===== config.mk =====
export PLATFORM = sky130hd
export DESIGN_NAME = dual_gpio_analog_shared_port
export DESIGN_NICKNAME = d
export VERILOG_FILES = /design/src/gpio_pkg.sv /design/src/dual_gpio_analog_shared_port.sv /design/src/gpio_port.sv /design/src/pin_sync.sv
export SDC_FILE = /design/constraint.sdc
export NUM_CORES = 1
export LEC_CHECK = 0
export ABC_AREA = 1
export BUFFER_PORTS_ARGS = -buffer_cell sky130_fd_sc_hd__buf_4
export CORE_MARGIN = 2
export CORE_UTILIZATION = 40
export DETAILED_ROUTE_END_ITERATION = 10
export SYNTH_ARGS = -nofsm -noshare
export SYNTH_HDL_FRONTEND = slang
export SYNTH_SLANG_ARGS = --single-unit

===== constraint.sdc =====
create_clock -name clk_sys -period 1.6 [get_ports clk_sys]
set_clock_uncertainty 0.05 [all_clocks]
set_input_delay 0.08 -clock clk_sys [delete_from_list [all_inputs] [get_ports clk_sys]]
set_output_delay 0.08 -clock clk_sys [all_outputs]
set_load 0.02 [all_outputs]

===== src/gpio_pkg.sv =====
package gpio_pkg;

  localparam int PORT_W = 8;
  localparam int ADDR_W = 8;

  // Register offsets
  localparam logic [7:0] FIRST_PORT_PIN_DATA_OFS       = 8'h14;
  localparam logic [7:0] FIRST_PORT_DIRECTION_OFS      = 8'h16;
  localparam logic [7:0] FIRST_PORT_INPUT_ENABLE_OFS   = 8'h17;
  localparam logic [7:0] SECOND_PORT_PIN_DATA_OFS      = 8'h18;
  localparam logic [7:0] SECOND_PORT_DIRECTION_OFS     = 8'h1A;
  localparam logic [7:0] SECOND_PORT_INPUT_ENABLE_OFS  = 8'h1B;

  // Reset values
  localparam logic [7:0] LATCH_RST     = 8'hFF;
  localparam logic [7:0] DIRECTION_RST = 8'h00;
  localparam logic [7:0] IN_ENABLE_RST = 8'h00;
  // Read value of a pin whose direction and input enable bits are both 0
  localparam logic [7:0] DISABLED_READ = 8'h00;

  // Register select within one port
  typedef enum logic [1:0] {
    SEL_NONE,
    SEL_DATA,
    SEL_DIR,
    SEL_INEN
  } reg_sel_type;

  typedef struct packed {
    logic [7:0] latch;
    logic [7:0] direction;
    logic [7:0] in_enable;
  } port_cfg_type;

  typedef struct packed {
    logic [ADDR_W-1:0] addr;
    logic [7:0]        wdata;
    logic              wr;
    logic              rd;
  } bus_req_type;

endpackage


===== src/dual_gpio_analog_shared_port.sv =====
`timescale 1ns/1ps
// Contract
// - Two ports, eight pins each, one bit per pin in every register.
// - After reset every pin floats with digital input disabled for analog use.
// - Reset sets every output latch bit to one.
// - Data read returns pin levels, zero where direction and enable are both 0; data write loads the output latch.
// - Direction bit 0 is input, 1 is output; clears at reset.
// - Input-enable bit 0 disables, 1 enables digital input; clears at reset.
// - Bit x of direction and enable governs pin x of that port only.
// - Direction 1 means output whatever enable says; else enable decides.
// - Port logic never picks the converter channel; converter mode does.
module dual_gpio_analog_shared_port #(
  parameter int W = gpio_pkg::PORT_W
) (
  input  wire logic                      clk_sys,
  input  wire logic                      arst_n,
  input  wire logic [gpio_pkg::ADDR_W-1:0] reg_addr,
  input  wire logic [7:0]                reg_wdata,
  input  wire logic                      reg_wr,
  input  wire logic                      reg_rd,
  output logic      [7:0]                reg_rdata,
  input  wire logic [W-1:0]              first_pin_in,
  output logic      [W-1:0]              first_pin_out,
  output logic      [W-1:0]              first_pin_oe_n,
  output logic      [W-1:0]              first_pin_in_en,
  input  wire logic [W-1:0]              second_pin_in,
  output logic      [W-1:0]              second_pin_out,
  output logic      [W-1:0]              second_pin_oe_n,
  output logic      [W-1:0]              second_pin_in_en
);
  gpio_pkg::bus_req_type  req;
  gpio_pkg::port_cfg_type cfg_a;
  gpio_pkg::port_cfg_type cfg_b;
  logic [W-1:0] lvl_a;
  logic [W-1:0] lvl_b;
  logic         hit_a;
  logic         hit_b;
  logic [W-1:0] rv_a;
  logic [W-1:0] rv_b;
  logic [7:0]   rdata_nxt;

  assign req.addr  = reg_addr;
  assign req.wdata = reg_wdata;
  assign req.wr    = reg_wr;
  assign req.rd    = reg_rd;

  pin_sync #(.W(W)) u_sync_a (
    .clk_sys      (clk_sys),
    .arst_n       (arst_n),
    .pin_async    (first_pin_in),
    .pin_sync_out (lvl_a)
  );

  pin_sync #(.W(W)) u_sync_b (
    .clk_sys      (clk_sys),
    .arst_n       (arst_n),
    .pin_async    (second_pin_in),
    .pin_sync_out (lvl_b)
  );

  gpio_port #(
    .W        (W),
    .DATA_OFS (gpio_pkg::FIRST_PORT_PIN_DATA_OFS),
    .DIR_OFS  (gpio_pkg::FIRST_PORT_DIRECTION_OFS),
    .INEN_OFS (gpio_pkg::FIRST_PORT_INPUT_ENABLE_OFS)
  ) u_port_a (
    .clk_sys   (clk_sys),
    .arst_n    (arst_n),
    .req       (req),
    .pin_level (lvl_a),
    .hit       (hit_a),
    .rd_value  (rv_a),
    .cfg       (cfg_a)
  );

  gpio_port #(
    .W        (W),
    .DATA_OFS (gpio_pkg::SECOND_PORT_PIN_DATA_OFS),
    .DIR_OFS  (gpio_pkg::SECOND_PORT_DIRECTION_OFS),
    .INEN_OFS (gpio_pkg::SECOND_PORT_INPUT_ENABLE_OFS)
  ) u_port_b (
    .clk_sys   (clk_sys),
    .arst_n    (arst_n),
    .req       (req),
    .pin_level (lvl_b),
    .hit       (hit_b),
    .rd_value  (rv_b),
    .cfg       (cfg_b)
  );

  // Unmapped addresses read zero
  always_comb begin
    rdata_nxt = 8'h00;
    if (hit_a) rdata_nxt = rv_a;
    else if (hit_b) rdata_nxt = rv_b;
  end

  // read data one cycle after strobe
  always_ff @(posedge clk_sys or negedge arst_n) begin
    if (!arst_n) begin
      reg_rdata <= 8'h00;
    end else if (reg_rd) begin
      reg_rdata <= rdata_nxt;
    end else begin
      reg_rdata <= 8'h00;
    end
  end

  // pins float, inputs off after reset
  // no converter channel choice here
  // Registered pin controls trail the register write by one cycle
  always_ff @(posedge clk_sys or negedge arst_n) begin
    if (!arst_n) begin
      first_pin_out    <= gpio_pkg::LATCH_RST;
      first_pin_oe_n   <= '1;
      first_pin_in_en  <= '0;
      second_pin_out   <= gpio_pkg::LATCH_RST;
      second_pin_oe_n  <= '1;
      second_pin_in_en <= '0;
    end else begin
      first_pin_out    <= cfg_a.latch;
      first_pin_oe_n   <= ~cfg_a.direction;
      first_pin_in_en  <= ~cfg_a.direction & cfg_a.in_enable;
      second_pin_out   <= cfg_b.latch;
      second_pin_oe_n  <= ~cfg_b.direction;
      second_pin_in_en <= ~cfg_b.direction & cfg_b.in_enable;
    end
  end

  // software writes whole values; write-only control reads zero

  logic [W-1:0] dir_d;
  logic [W-1:0] inen_d;
  always_ff @(posedge clk_sys or negedge arst_n) begin
    if (!arst_n) begin
      dir_d  <= '0;
      inen_d <= '0;
    end else begin
      dir_d  <= cfg_a.direction;
      inen_d <= cfg_a.in_enable;
    end
  end

  a_latch_reset_ones: assert property (@(posedge clk_sys)
    $rose(arst_n) |-> first_pin_out == 8'hFF && second_pin_out == 8'hFF)
    else $error("latch not all ones after reset");

  a_reset_floats: assert property (@(posedge clk_sys)
    $rose(arst_n) |-> &first_pin_oe_n && &second_pin_oe_n && first_pin_in_en == 8'h00)
    else $error("pins not floating after reset");

  a_dir_write_drives: assert property (@(posedge clk_sys) disable iff (!arst_n)
    reg_wr && reg_addr == 8'h16 |=> ##1 first_pin_oe_n == ~$past(reg_wdata, 2))
    else $error("direction write did not reach pin enable");

  a_data_write_latch: assert property (@(posedge clk_sys) disable iff (!arst_n)
    reg_wr && reg_addr == 8'h18 |=> ##1 second_pin_out == $past(reg_wdata, 2))
    else $error("data write did not reach latch");

  a_output_over_enable: assert property (@(posedge clk_sys) disable iff (!arst_n)
    (first_pin_in_en & ~first_pin_oe_n) == 8'h00)
    else $error("input enabled on output pin");

  a_enable_per_bit: assert property (@(posedge clk_sys) disable iff (!arst_n)
    ##1 first_pin_in_en == (~dir_d & inen_d))
    else $error("input enable not bitwise");

  a_read_one_cycle: assert property (@(posedge clk_sys) disable iff (!arst_n)
    !reg_rd |=> reg_rdata == 8'h00)
    else $error("read data outside its cycle");

  a_disabled_reads_fixed: assert property (@(posedge clk_sys) disable iff (!arst_n)
    reg_rd && reg_addr == 8'h14 && cfg_a.direction == 8'h00 && cfg_a.in_enable == 8'h00
    |=> reg_rdata == 8'h00)
    else $error("disabled input read floating level");

  a_inen_reset_zero: assert property (@(posedge clk_sys)
    $rose(arst_n) |-> second_pin_in_en == 8'h00 && cfg_b.in_enable == 8'h00)
    else $error("input enable not cleared");

  a_rdata_reset_zero: assert property (@(posedge clk_sys)
    $rose(arst_n) |-> reg_rdata == 8'h00)
    else $error("read data not zero after reset");

  a_second_dir_write: assert property (@(posedge clk_sys) disable iff (!arst_n)
    reg_wr && reg_addr == gpio_pkg::SECOND_PORT_DIRECTION_OFS
    |=> ##1 second_pin_oe_n == ~$past(reg_wdata, 2))
    else $error("second direction write did not reach pin enable");

  a_first_data_write: assert property (@(posedge clk_sys) disable iff (!arst_n)
    reg_wr && reg_addr == gpio_pkg::FIRST_PORT_PIN_DATA_OFS
    |=> ##1 first_pin_out == $past(reg_wdata, 2))
    else $error("first data write did not reach latch");

  a_second_over_enable: assert property (@(posedge clk_sys) disable iff (!arst_n)
    (second_pin_in_en & ~second_pin_oe_n) == 8'h00)
    else $error("input enabled on second port output pin");

  a_first_inen_write: assert property (@(posedge clk_sys) disable iff (!arst_n)
    reg_wr && reg_addr == gpio_pkg::FIRST_PORT_INPUT_ENABLE_OFS
    |=> cfg_a.in_enable == $past(reg_wdata))
    else $error("first input enable write lost");

  a_second_inen_write: assert property (@(posedge clk_sys) disable iff (!arst_n)
    reg_wr && reg_addr == gpio_pkg::SECOND_PORT_INPUT_ENABLE_OFS
    |=> cfg_b.in_enable == $past(reg_wdata))
    else $error("second input enable write lost");

  // Write-only control must never leak onto the read bus
  a_ctrl_reads_zero: assert property (@(posedge clk_sys) disable iff (!arst_n)
    reg_rd && (reg_addr == gpio_pkg::FIRST_PORT_DIRECTION_OFS ||
               reg_addr == gpio_pkg::FIRST_PORT_INPUT_ENABLE_OFS ||
               reg_addr == gpio_pkg::SECOND_PORT_DIRECTION_OFS ||
               reg_addr == gpio_pkg::SECOND_PORT_INPUT_ENABLE_OFS)
    |=> reg_rdata == 8'h00)
    else $error("write-only register read not zero");

  a_unmapped_ignored: assert property (@(posedge clk_sys) disable iff (!arst_n)
    reg_wr && !hit_a && !hit_b |=> $stable(cfg_a) && $stable(cfg_b))
    else $error("unmapped write changed a port");

  a_ports_separate: assert property (@(posedge clk_sys) disable iff (!arst_n)
    reg_wr && hit_a |=> $stable(cfg_b))
    else $error("first port write disturbed second port");

  a_second_reads_fixed: assert property (@(posedge clk_sys) disable iff (!arst_n)
    reg_rd && reg_addr == gpio_pkg::SECOND_PORT_PIN_DATA_OFS &&
    cfg_b.direction == 8'h00 && cfg_b.in_enable == 8'h00
    |=> reg_rdata == gpio_pkg::DISABLED_READ)
    else $error("second port disabled input read floating level");

  // Driven pins read back the synchronised pad level
  a_pin_levels_read: assert property (@(posedge clk_sys) disable iff (!arst_n)
    reg_rd && reg_addr == gpio_pkg::FIRST_PORT_PIN_DATA_OFS && cfg_a.direction == 8'hFF
    |=> reg_rdata == $past(lvl_a))
    else $error("data read did not return pin levels");

  c_dir_write: cover property (@(posedge clk_sys) reg_wr && reg_addr == 8'h1A);
  c_second_output: cover property (@(posedge clk_sys) second_pin_oe_n != 8'hFF);
  c_second_read: cover property (@(posedge clk_sys) reg_rd && reg_addr == 8'h18);
  c_data_read: cover property (@(posedge clk_sys) reg_rd && reg_addr == 8'h14);
  c_input_enabled: cover property (@(posedge clk_sys) first_pin_in_en != 8'h00);
endmodule


===== src/gpio_port.sv =====
`timescale 1ns/1ps
// One 8-bit port: latch, direction and input enable, with pin data read
module gpio_port #(
  parameter int W = 8,
  parameter logic [7:0] DATA_OFS = 8'h14,
  parameter logic [7:0] DIR_OFS  = 8'h16,
  parameter logic [7:0] INEN_OFS = 8'h17
) (
  input  wire logic         clk_sys,
  input  wire logic         arst_n,
  input  wire gpio_pkg::bus_req_type req,
  input  wire logic [W-1:0] pin_level,
  output logic              hit,
  output logic      [W-1:0] rd_value,
  output gpio_pkg::port_cfg_type cfg
);
  gpio_pkg::reg_sel_type sel;
  logic [W-1:0] latch_r;
  logic [W-1:0] direction_r;
  logic [W-1:0] in_enable_r;

  function automatic gpio_pkg::reg_sel_type decode(input logic [7:0] a);
    if (a == DATA_OFS) decode = gpio_pkg::SEL_DATA;
    else if (a == DIR_OFS) decode = gpio_pkg::SEL_DIR;
    else if (a == INEN_OFS) decode = gpio_pkg::SEL_INEN;
    else decode = gpio_pkg::SEL_NONE;
  endfunction

  assign sel = decode(req.addr);
  assign hit = (sel != gpio_pkg::SEL_NONE);

  always_ff @(posedge clk_sys or negedge arst_n) begin
    if (!arst_n) begin
      latch_r <= gpio_pkg::LATCH_RST;
    end else if (req.wr && sel == gpio_pkg::SEL_DATA) begin
      latch_r <= req.wdata;
    end
  end

  always_ff @(posedge clk_sys or negedge arst_n) begin
    if (!arst_n) begin
      direction_r <= gpio_pkg::DIRECTION_RST;
    end else if (req.wr && sel == gpio_pkg::SEL_DIR) begin
      direction_r <= req.wdata;
    end
  end

  always_ff @(posedge clk_sys or negedge arst_n) begin
    if (!arst_n) begin
      in_enable_r <= gpio_pkg::IN_ENABLE_RST;
    end else if (req.wr && sel == gpio_pkg::SEL_INEN) begin
      in_enable_r <= req.wdata;
    end
  end

  always_comb begin
    rd_value = '0;
    if (sel == gpio_pkg::SEL_DATA) begin
      for (int i = 0; i < W; i++) begin
        if (direction_r[i] || in_enable_r[i]) rd_value[i] = pin_level[i];
        else rd_value[i] = gpio_pkg::DISABLED_READ[i];
      end
    end
  end

  // Control registers are write-only and read as zero
  assign cfg.latch     = latch_r;
  assign cfg.direction = direction_r;
  assign cfg.in_enable = in_enable_r;
endmodule


===== src/pin_sync.sv =====
`timescale 1ns/1ps
// Two-stage synchroniser for a pin bus
module pin_sync #(
  parameter int W = 8
) (
  input  wire logic         clk_sys,
  input  wire logic         arst_n,
  input  wire logic [W-1:0] pin_async,
  output logic      [W-1:0] pin_sync_out
);
  logic [W-1:0] meta_r;
  logic [W-1:0] sync_r;

  always_ff @(posedge clk_sys or negedge arst_n) begin
    if (!arst_n) begin
      meta_r <= '0;
      sync_r <= '0;
    end else begin
      meta_r <= pin_async;
      sync_r <= meta_r;
    end
  end

  assign pin_sync_out = sync_r;
endmodule

-- After elaboration in Yosys (flattened, before gate mapping)
Cells that the tools add are included.
- logic and storage cells: 84
- bits in registers: 136
- bits of input ports: 36
- output and inout bits: 56
- reductions and logical operators: 24
- equal/unequal tests: 12
- bitwise logic cells: 4
- multiplexer cells: 27
- operators with widths (operator ; number):
    $eq A8 B5 Y1 const B ; 6
    $mux W8 ; 5
    $and A8 B8 Y8 ; 2
    $logic_or A1 B1 Y1 ; 16
    $mux W1 ; 16
    $not A8 Y8 ; 2
    $mux W2 ; 6
    $eq A2 B2 Y1 const B ; 4
    $logic_and A1 B1 Y1 ; 6
    $eq A2 B1 Y1 const B ; 2
    $reduce_bool A2 Y1 ; 2

-- Longest topological paths before layout
Gate-level depths: netlist of run 1.
- word-level depth: 9
- mapped depth: 9
- depth with buffers taken out: 7

-- Hierarchy
From an unflattened synthesis of run 1, not the netlist that was laid out.
- cells, all modules: 446
- area total of the unflattened synthesis: 5008.6 sq um
- by module, submodules not included (module ; seq. area each (sq um) ; instances ; cells each ; area an instance (sq um)):
    gpio_port ; 610.6 ; 2 ; 141 ; 1226.2
    dual_gpio_analog_shared_port ; 1441.4 ; 1 ; 132 ; 1755.4
    pin_sync ; 400.4 ; 2 ; 16 ; 400.4

-- Worst setup path after synthesis of run 1
OpenSTA, ideal clock, no wires.
- kind: input-to-reg
- from: in reg_addr[5] in the netlist's numbering
- to: reg reg_rdata[0]
- cell stages on the path: 9
- data required time: 1.479 ns
- slack: 0.627 ns
- buffers on the path: 2
- library setup time: 0.071 ns
- data arrival time: 0.852 ns
- path through: inv_1 -> nand2_2 -> nor2_8 -> buf_8 -> buf_8 -> nand3_1 -> nand2_1 -> nand2_1 -> nor2_1
- word-level cells in the longest chain between the ends: 9
- elaborated cells between the ends (all ways): 21
- classes of those cells: eq/ne: 8; mux: 11; reduce/logical: 2
- RTL lines (element ; line ; text):
    from (decl) ; dual_gpio_analog_shared_port.sv:17 ; input wire logic [gpio_pkg::ADDR_W-1:0] reg_addr,
    $eq A8 B5 Y1 ; gpio_port.sv:25 ; else if (a == INEN_OFS) decode = gpio_pkg::SEL_INEN;
    $mux W2 ; gpio_port.sv:25 ;
    $mux W2 ; gpio_port.sv:24 ; else if (a == DIR_OFS) decode = gpio_pkg::SEL_DIR;
    $mux W2 ; gpio_port.sv:23 ; if (a == DATA_OFS) decode = gpio_pkg::SEL_DATA;
    $eq A2 B1 Y1 ; gpio_port.sv:58 ; if (sel == gpio_pkg::SEL_DATA) begin
    $mux W8 ; gpio_port.sv:58 ;
    $mux W8 ; dual_gpio_analog_shared_port.sv:95 ; else if (hit_b) rdata_nxt = rv_b;
    $mux W8 (*) ; dual_gpio_analog_shared_port.sv:94 ; if (hit_a) rdata_nxt = rv_a;
    $mux W8 (*) ; dual_gpio_analog_shared_port.sv:102 ; end else if (reg_rd) begin
    to (signal assigned) ; dual_gpio_analog_shared_port.sv:103 ; reg_rdata <= rdata_nxt;
    to (decl) ; dual_gpio_analog_shared_port.sv:21 ; output logic [7:0] reg_rdata,
Every way passes the cells marked *; elsewhere a longest branch is shown, timed or not.
A chain may end at the register's enable or synchronous reset.

-- Worst setup path in the final report of run 1
- from: reg first_pin_oe_n[1]
- to: out first_pin_oe_n[1]
- RTL lines (element ; line ; text):
    from (decl) ; dual_gpio_analog_shared_port.sv:24 ; output logic [W-1:0] first_pin_oe_n,
    from (signal assigned) ; dual_gpio_analog_shared_port.sv:122 ; first_pin_oe_n <= ~cfg_a.direction;
No word-level cell between the ends.

==> impl_metrics.ini, run 1 <==
[place]
dp_hpwl_um = 6860
place_congestion = 0.828
portBuffers = 91
postPlaceCellArea_mm2 = 0.00575
place_ws_ns = 0.235

[grt]
grt_pass1_vias = 3400
grt_antenna_before_repair = 0
track_usage = 0.169
grt_start_max_net_pins = 68
grt.overflow.total = 0
grt_pass1_wl_um = 16600

[clock_tree]
cts.sinks = 136
worst_setup_hold_path_clk_slew_ns = 0.06
htree_levels = 4
clk_latency_ns = 0.41
cts_tree = yes
clk_path_buf_depth = 2
numCtsBuffers = 17
cts_root_buf = clkbuf_16

[die]
row_count = 40
fp.coreArea_mm2 = 0.0120
ios = 92
die_h_um = 115
start_util = 0.410
dieWidth_um = 115
die_area_mm2 = 0.0131

[synthesis]
synth_area_leaders = dfrtp_1 (45%), dfstp_2 (26%), nand2_1 (7.0%)
ys_types = 20
syn_area_mm2 = 0.00490
postSynthCellCount = 453
synth-seq-area-share = 0.707
synth_edf_count = 0
synthArstFlopShare = 1.00
postSynthAreaPerCell_um2 = 10.8
ys_ff_latch = 136
synth_ff_type = dfrtp_1
synth_nets = 489
yosysTopAreaCellShare = 0.450
synthesis.yosys.warnings = 0
synth_top_area_cell = dfrtp_1

[setup_path]
worst-path-max-fanout = 1
arrival_ns = 1.07
required_ns = 1.47
worstSetupPathType = register to output port
cpPeakStageDelay_ns = 0.53
crit_chain = buf_4
worst_path_max_delay_cell = dfstp_2
critPathCaptureType = output port
cp-start-kind = register
path_delay_family = flip-flops
cp_num_buf_inv = 1

[sta]
slew_violations = 0
setup_viol = 0
worst_slack_ns = 0.396
rsz0062_at_grt = false
finalSetupTns_ns = 0
max-slew-margin-rel = 0.749
tightest_slew_ns = 0.376
max_freq_mhz = 831
post-route-period-util = 0.752
min_period_ns = 1.20
finalHoldViolations = 0

[power]
p_total_uw = 8230
p_int_uw = 6320
p_per_area_mw_per_mm2 = 1240
switchingPower_uw = 1900
clockPowerShare = 0.477
switching_share = 0.231
p_comb_frac = 0.070
p_seq_frac = 0.454
leakage_uw = 0.00337
max-vdd-ir-drop_mv = 0.595

[drt]
drtIter0Drc = 230
wirelength_um = 10200
dr_total_vias = 3344
firstDrtPassIters = 4
detail-route-antenna-nets = 0
drc = 0
avgRoutedWirePerCell_um = 13.7
viasPerCell = 4.49

[job]
drv_cap = 0

[cells_and_area]
antenna_cells = 0
drive_above_1_share = 0.328
final_area_mm2 = 0.00662
finalNetCount = 620
syn_to_final_growth_pct = 35.1

[hold_path]
hold_path.class = primary input to register

[outcome]
status = completed
-- final cells by class --
class,count,area (um^2)
Sequential cell,136,3460
Fill cell,1043,5340
Timing Repair Buffer,120,991
Multi-Input combinational cell,234,1090
Clock buffer,21,504
Tap cell,147,184
Inverter,75,282
Clock inverter,11,104
-- sequential cells by signal (all words and copies together), names as in the netlist --
register               cells
u_port_a.direction_r       8
u_port_b.in_enable_r       8
u_port_a.latch_r           8
second_pin_out             8
first_pin_out              8
u_sync_b.meta_r            8
u_sync_a.meta_r            8
second_pin_in_en           8
u_port_b.direction_r       8
second_pin_oe_n            8
first_pin_in_en            8
reg_rdata                  8
u_port_a.in_enable_r       8
first_pin_oe_n             8
u_port_b.latch_r           8
u_sync_b.pin_sync_out      8
u_sync_a.pin_sync_out      8
-- synth_stat cells, types with 2 or more instances --
cell type	n
nand2_1	92
nand3_1	15
buf_8	2
o21ai_1	26
dfstp_2	48
nand2_4	2
buf_2	4
nor2_1	59
nor2_4	5
inv_1	72
nand2_2	2
nand3_2	6
nor2_2	3
dfrtp_1	88
inv_2	3
o21ai_0	22
-- stage by stage --
stage | cells | hold WS (ns) | utilization
2_1_floorplan | 453 | -0.266 | -
3_3_place_gp | 686 | 0.0765 | 0.481
3_5_place_dp | 686 | 0.0788 | 0.481
4_1_cts | 744 | 0.0710 | 0.553
5_1_grt | 744 | 0.110 | 0.553
6_report | 744 | 0.0905 | 0.553
-- power groups by stage --
| stage | Combinational (uW) | Clock (uW) | Sequential (uW) |
|---|---|---|---|
| floorplan | 161 | 0 | 3840 |
| global placement | 523 | 0 | 3780 |
| detailed placement | 530 | 0 | 3790 |
| CTS | 584 | 3990 | 3730 |
| global route | 640 | 4140 | 3750 |
| finish | 573 | 3920 | 3730 |
-- routing by layer --
layer  GRT usage  wire (um)  part of all wire
met1       0.217       4620              0.45
met2       0.268       4860              0.48
met3      0.0503        495             0.049
met4      0.0691        185             0.018
met5           0          0                 0
-- cells by family (layout without fill, tap and decap cells) --
| group | after synthesis | in the layout | share of synthesized area |
|---|---|---|---|
| AO/OA/AOI/OAI | 48 | 48 | 0.0490 |
| flip-flops | 136 | 136 | 0.707 |
| AND/OR/NAND/NOR | 186 | 186 | 0.174 |
| buffers and inverters | 83 | 227 | 0.0700 |
-- cell usage in the layout (no fill, tap or decap), types with 6 or more instances in the layout --
master	n
nor2_1	59
dfrtp_1	88
clkbuf_16	20
dlygate4sd3_1	26
buf_4	92
o21ai_1	26
nand3_1	15
nand2_1	92
dfstp_2	48
o21ai_0	22
inv_1	72
nand3_2	6
-- worst paths after layout --
kind	endpoint	depth (start not counted)	slack [ns]	startpoint
max reg2reg	reg_rdata[0]$_DFF_PN0_	6	0.52	u_port_b.direction_r[0]$_DFFE_PN0P_
max in group asynchronous	second_pin_oe_n[6]$_DFF_PN1_	3	0.89	arst_n
min in group asynchronous	first_pin_out[3]$_DFF_PN1_	2	0.20	arst_n
min	u_port_b.latch_r[7]$_DFFE_PN1P_	4	0.09	reg_wr
min reg2reg	u_sync_b.pin_sync_out[6]$_DFF_PN0_	0	0.30	u_sync_b.meta_r[6]$_DFF_PN0_
max	first_pin_oe_n[1]	1	0.40	first_pin_oe_n[1]$_DFF_PN1_
-- what timing repair did --
action / CTS / global route
buffers inserted: 0 / 0
endpoints found under the hold margin: 159 / 0
hold buffers: 26 / 0
gates resized for setup: 0 / 0
-- tightest hold or removal path: cells and delay by family --
kind | cells | cell delay (ns)
AO/OA/AOI/OAI | 1 | 0.19
buffers and inverters | 2 | 0.23
AND/OR/NAND/NOR | 1 | 0.05
Note: power is estimated with default switching activity, not from simulation.
==> run 2: changes to the inputs <==
Clock period 1.6 ns to 1.2 ns, I/O delays scaled along.
==> run 2 against run 1 <==
Net effect: core utilization up 0.48 points; cell count increased by 1.1%; worst setup slack lost 0.38 ns; global-route usage increased by 0.28 points; highest routed layer unchanged; non-clock buffer count rose by 8.
==> impl_metrics.ini, run 2 (synthesis gave the netlist of run 1 again) <==
[cells_and_area]
final_cell_mix = nand2_1 (92), dfrtp_1 (88), buf_4 (88), inv_1 (72), nor2_1 (59)
final_area_mm2 = 0.00668
antenna_cells = 0
finish.utilization = 0.558
final_common_cell = nand2_1
drive_above_1_share = 0.337
finalNetCount = 628
syn_to_final_growth_pct = 36.3

[place]
place_ws_ns = -0.0274
portBuffers = 91
postPlaceCellArea_mm2 = 0.00585
dp_hpwl_um = 7170
place_congestion = 0.830

[drt]
drtIter0Drc = 159
firstDrtPassIters = 5
wirelength_um = 9970
detail-route-antenna-nets = 0
dr_total_vias = 3328
avgRoutedWirePerCell_um = 13.3
drc = 0
viasPerCell = 4.43

[clock_tree]
cts_root_buf = clkbuf_16
numCtsBuffers = 17
cts_tree = yes
clk_path_buf_depth = 2
cts.sinks = 136
htree_levels = 4
worst_setup_hold_path_clk_slew_ns = 0.06
cts_setup_buffers = 0
clk_latency_ns = 0.41

[outcome]
status = completed

[setup_path]
critPathCaptureType = output port
arrival_ns = 1.07
cp_num_buf_inv = 1
required_ns = 1.09
cpPeakStageDelay_ns = 0.55
worstReg2RegEnd = reg_rdata[0]$_DFF_PN0_
worst-path-max-fanout = 1
ff2ff_setup_slack_ns = 0.12
path_delay_family = flip-flops
r2r_start = u_port_a.direction_r[0]$_DFFE_PN0P_
cp-start-kind = register
crit_chain = buf_6
worst_path_max_delay_cell = dfstp_2
worstSetupPathType = register to output port
reg2reg_depth = 6

[die]
ios = 92
dieWidth_um = 115
row_count = 40
die_h_um = 115
start_util = 0.410
fp.coreArea_mm2 = 0.0120
die_area_mm2 = 0.0131

[sta]
worst_slack_ns = 0.0186
slew_violations = 0
rsz0062_at_grt = true
max_freq_mhz = 846
post-route-period-util = 0.984
finalHoldViolations = 0
whs_ns = 0.0662
max-slew-margin-rel = 0.757
setup_viol = 0
tightest_slew_ns = 0.365
min_period_ns = 1.18

[grt]
grt_start_max_net_pins = 43
grt.overflow.total = 0
grt_pass1_vias = 3409
grt_pass1_wl_um = 16800
grt_antenna_before_repair = 0
track_usage = 0.172

[power]
max-vdd-ir-drop_mv = 0.715
p_total_uw = 10500
p_per_area_mw_per_mm2 = 1570
leakage_uw = 0.00340

[job]
drv_cap = 0

[hold_path]
hold_path.class = primary input to asynchronous set/reset pin
[run 2: final cells by class]
cell class	count	area, um^2
fill	1031	5280
sequential	136	3460
timing repair buffer	128	1120
multi-input combinational	234	1090
clock buffer	19	443
inverter	75	282
tap	147	184
clock inverter	13	91.3
[run 2: how the worst max path moves through the flow]
stage	from	endpoint	cells after the start
2_1_floorplan	reg_addr[5]	reg_rdata[0]$_DFF_PN0_	9
3_3_place_gp	reg_addr[5]	reg_rdata[0]$_DFF_PN0_	9
3_5_place_dp	reg_addr[5]	reg_rdata[7]$_DFF_PN0_	9
4_1_cts	first_pin_oe_n[2]$_DFF_PN1_	first_pin_oe_n[2]	1
5_1_grt	first_pin_oe_n[2]$_DFF_PN1_	first_pin_oe_n[2]	1
6_report	first_pin_oe_n[2]$_DFF_PN1_	first_pin_oe_n[2]	1
[run 2: through the flow]
step	setup TNS [ns]	instances
2_1_floorplan	0	453
3_3_place_gp	-0.0377	694
3_5_place_dp	-0.141	694
4_1_cts	0	752
5_1_grt	-0.0198	752
6_report	0	752
[run 2: what timing repair did]
action                                  in CTS  in global routing
pin swaps                                    0                  0
resized for setup                            3                  6
hold buffers                                26                  0
endpoints found under the hold margin      170                  0
endpoints found under the setup margin       3                  8
[run 2: routing by layer]
layer,global-route usage,vias to the layer above,part of all wire
met5,0,-,0
met4,0.0756,0,0.019
met3,0.0476,16,0.043
met2,0.273,82,0.49
met1,0.221,1580,0.45
li1,-,1650,-
[run 2: worst reg2reg max path: stages (launching register included)]
cell	delay [ns]
dfrtp_1	0.40
nor2_1	0.20
nor2_1	0.07
nand3_1	0.09
nand2_1	0.05
inv_1	0.07
nor2_1	0.04
[run 2: power by group]
group	switching [uW]	internal, uW
registers	107	4870
clock network	1980	2710
logic	445	347
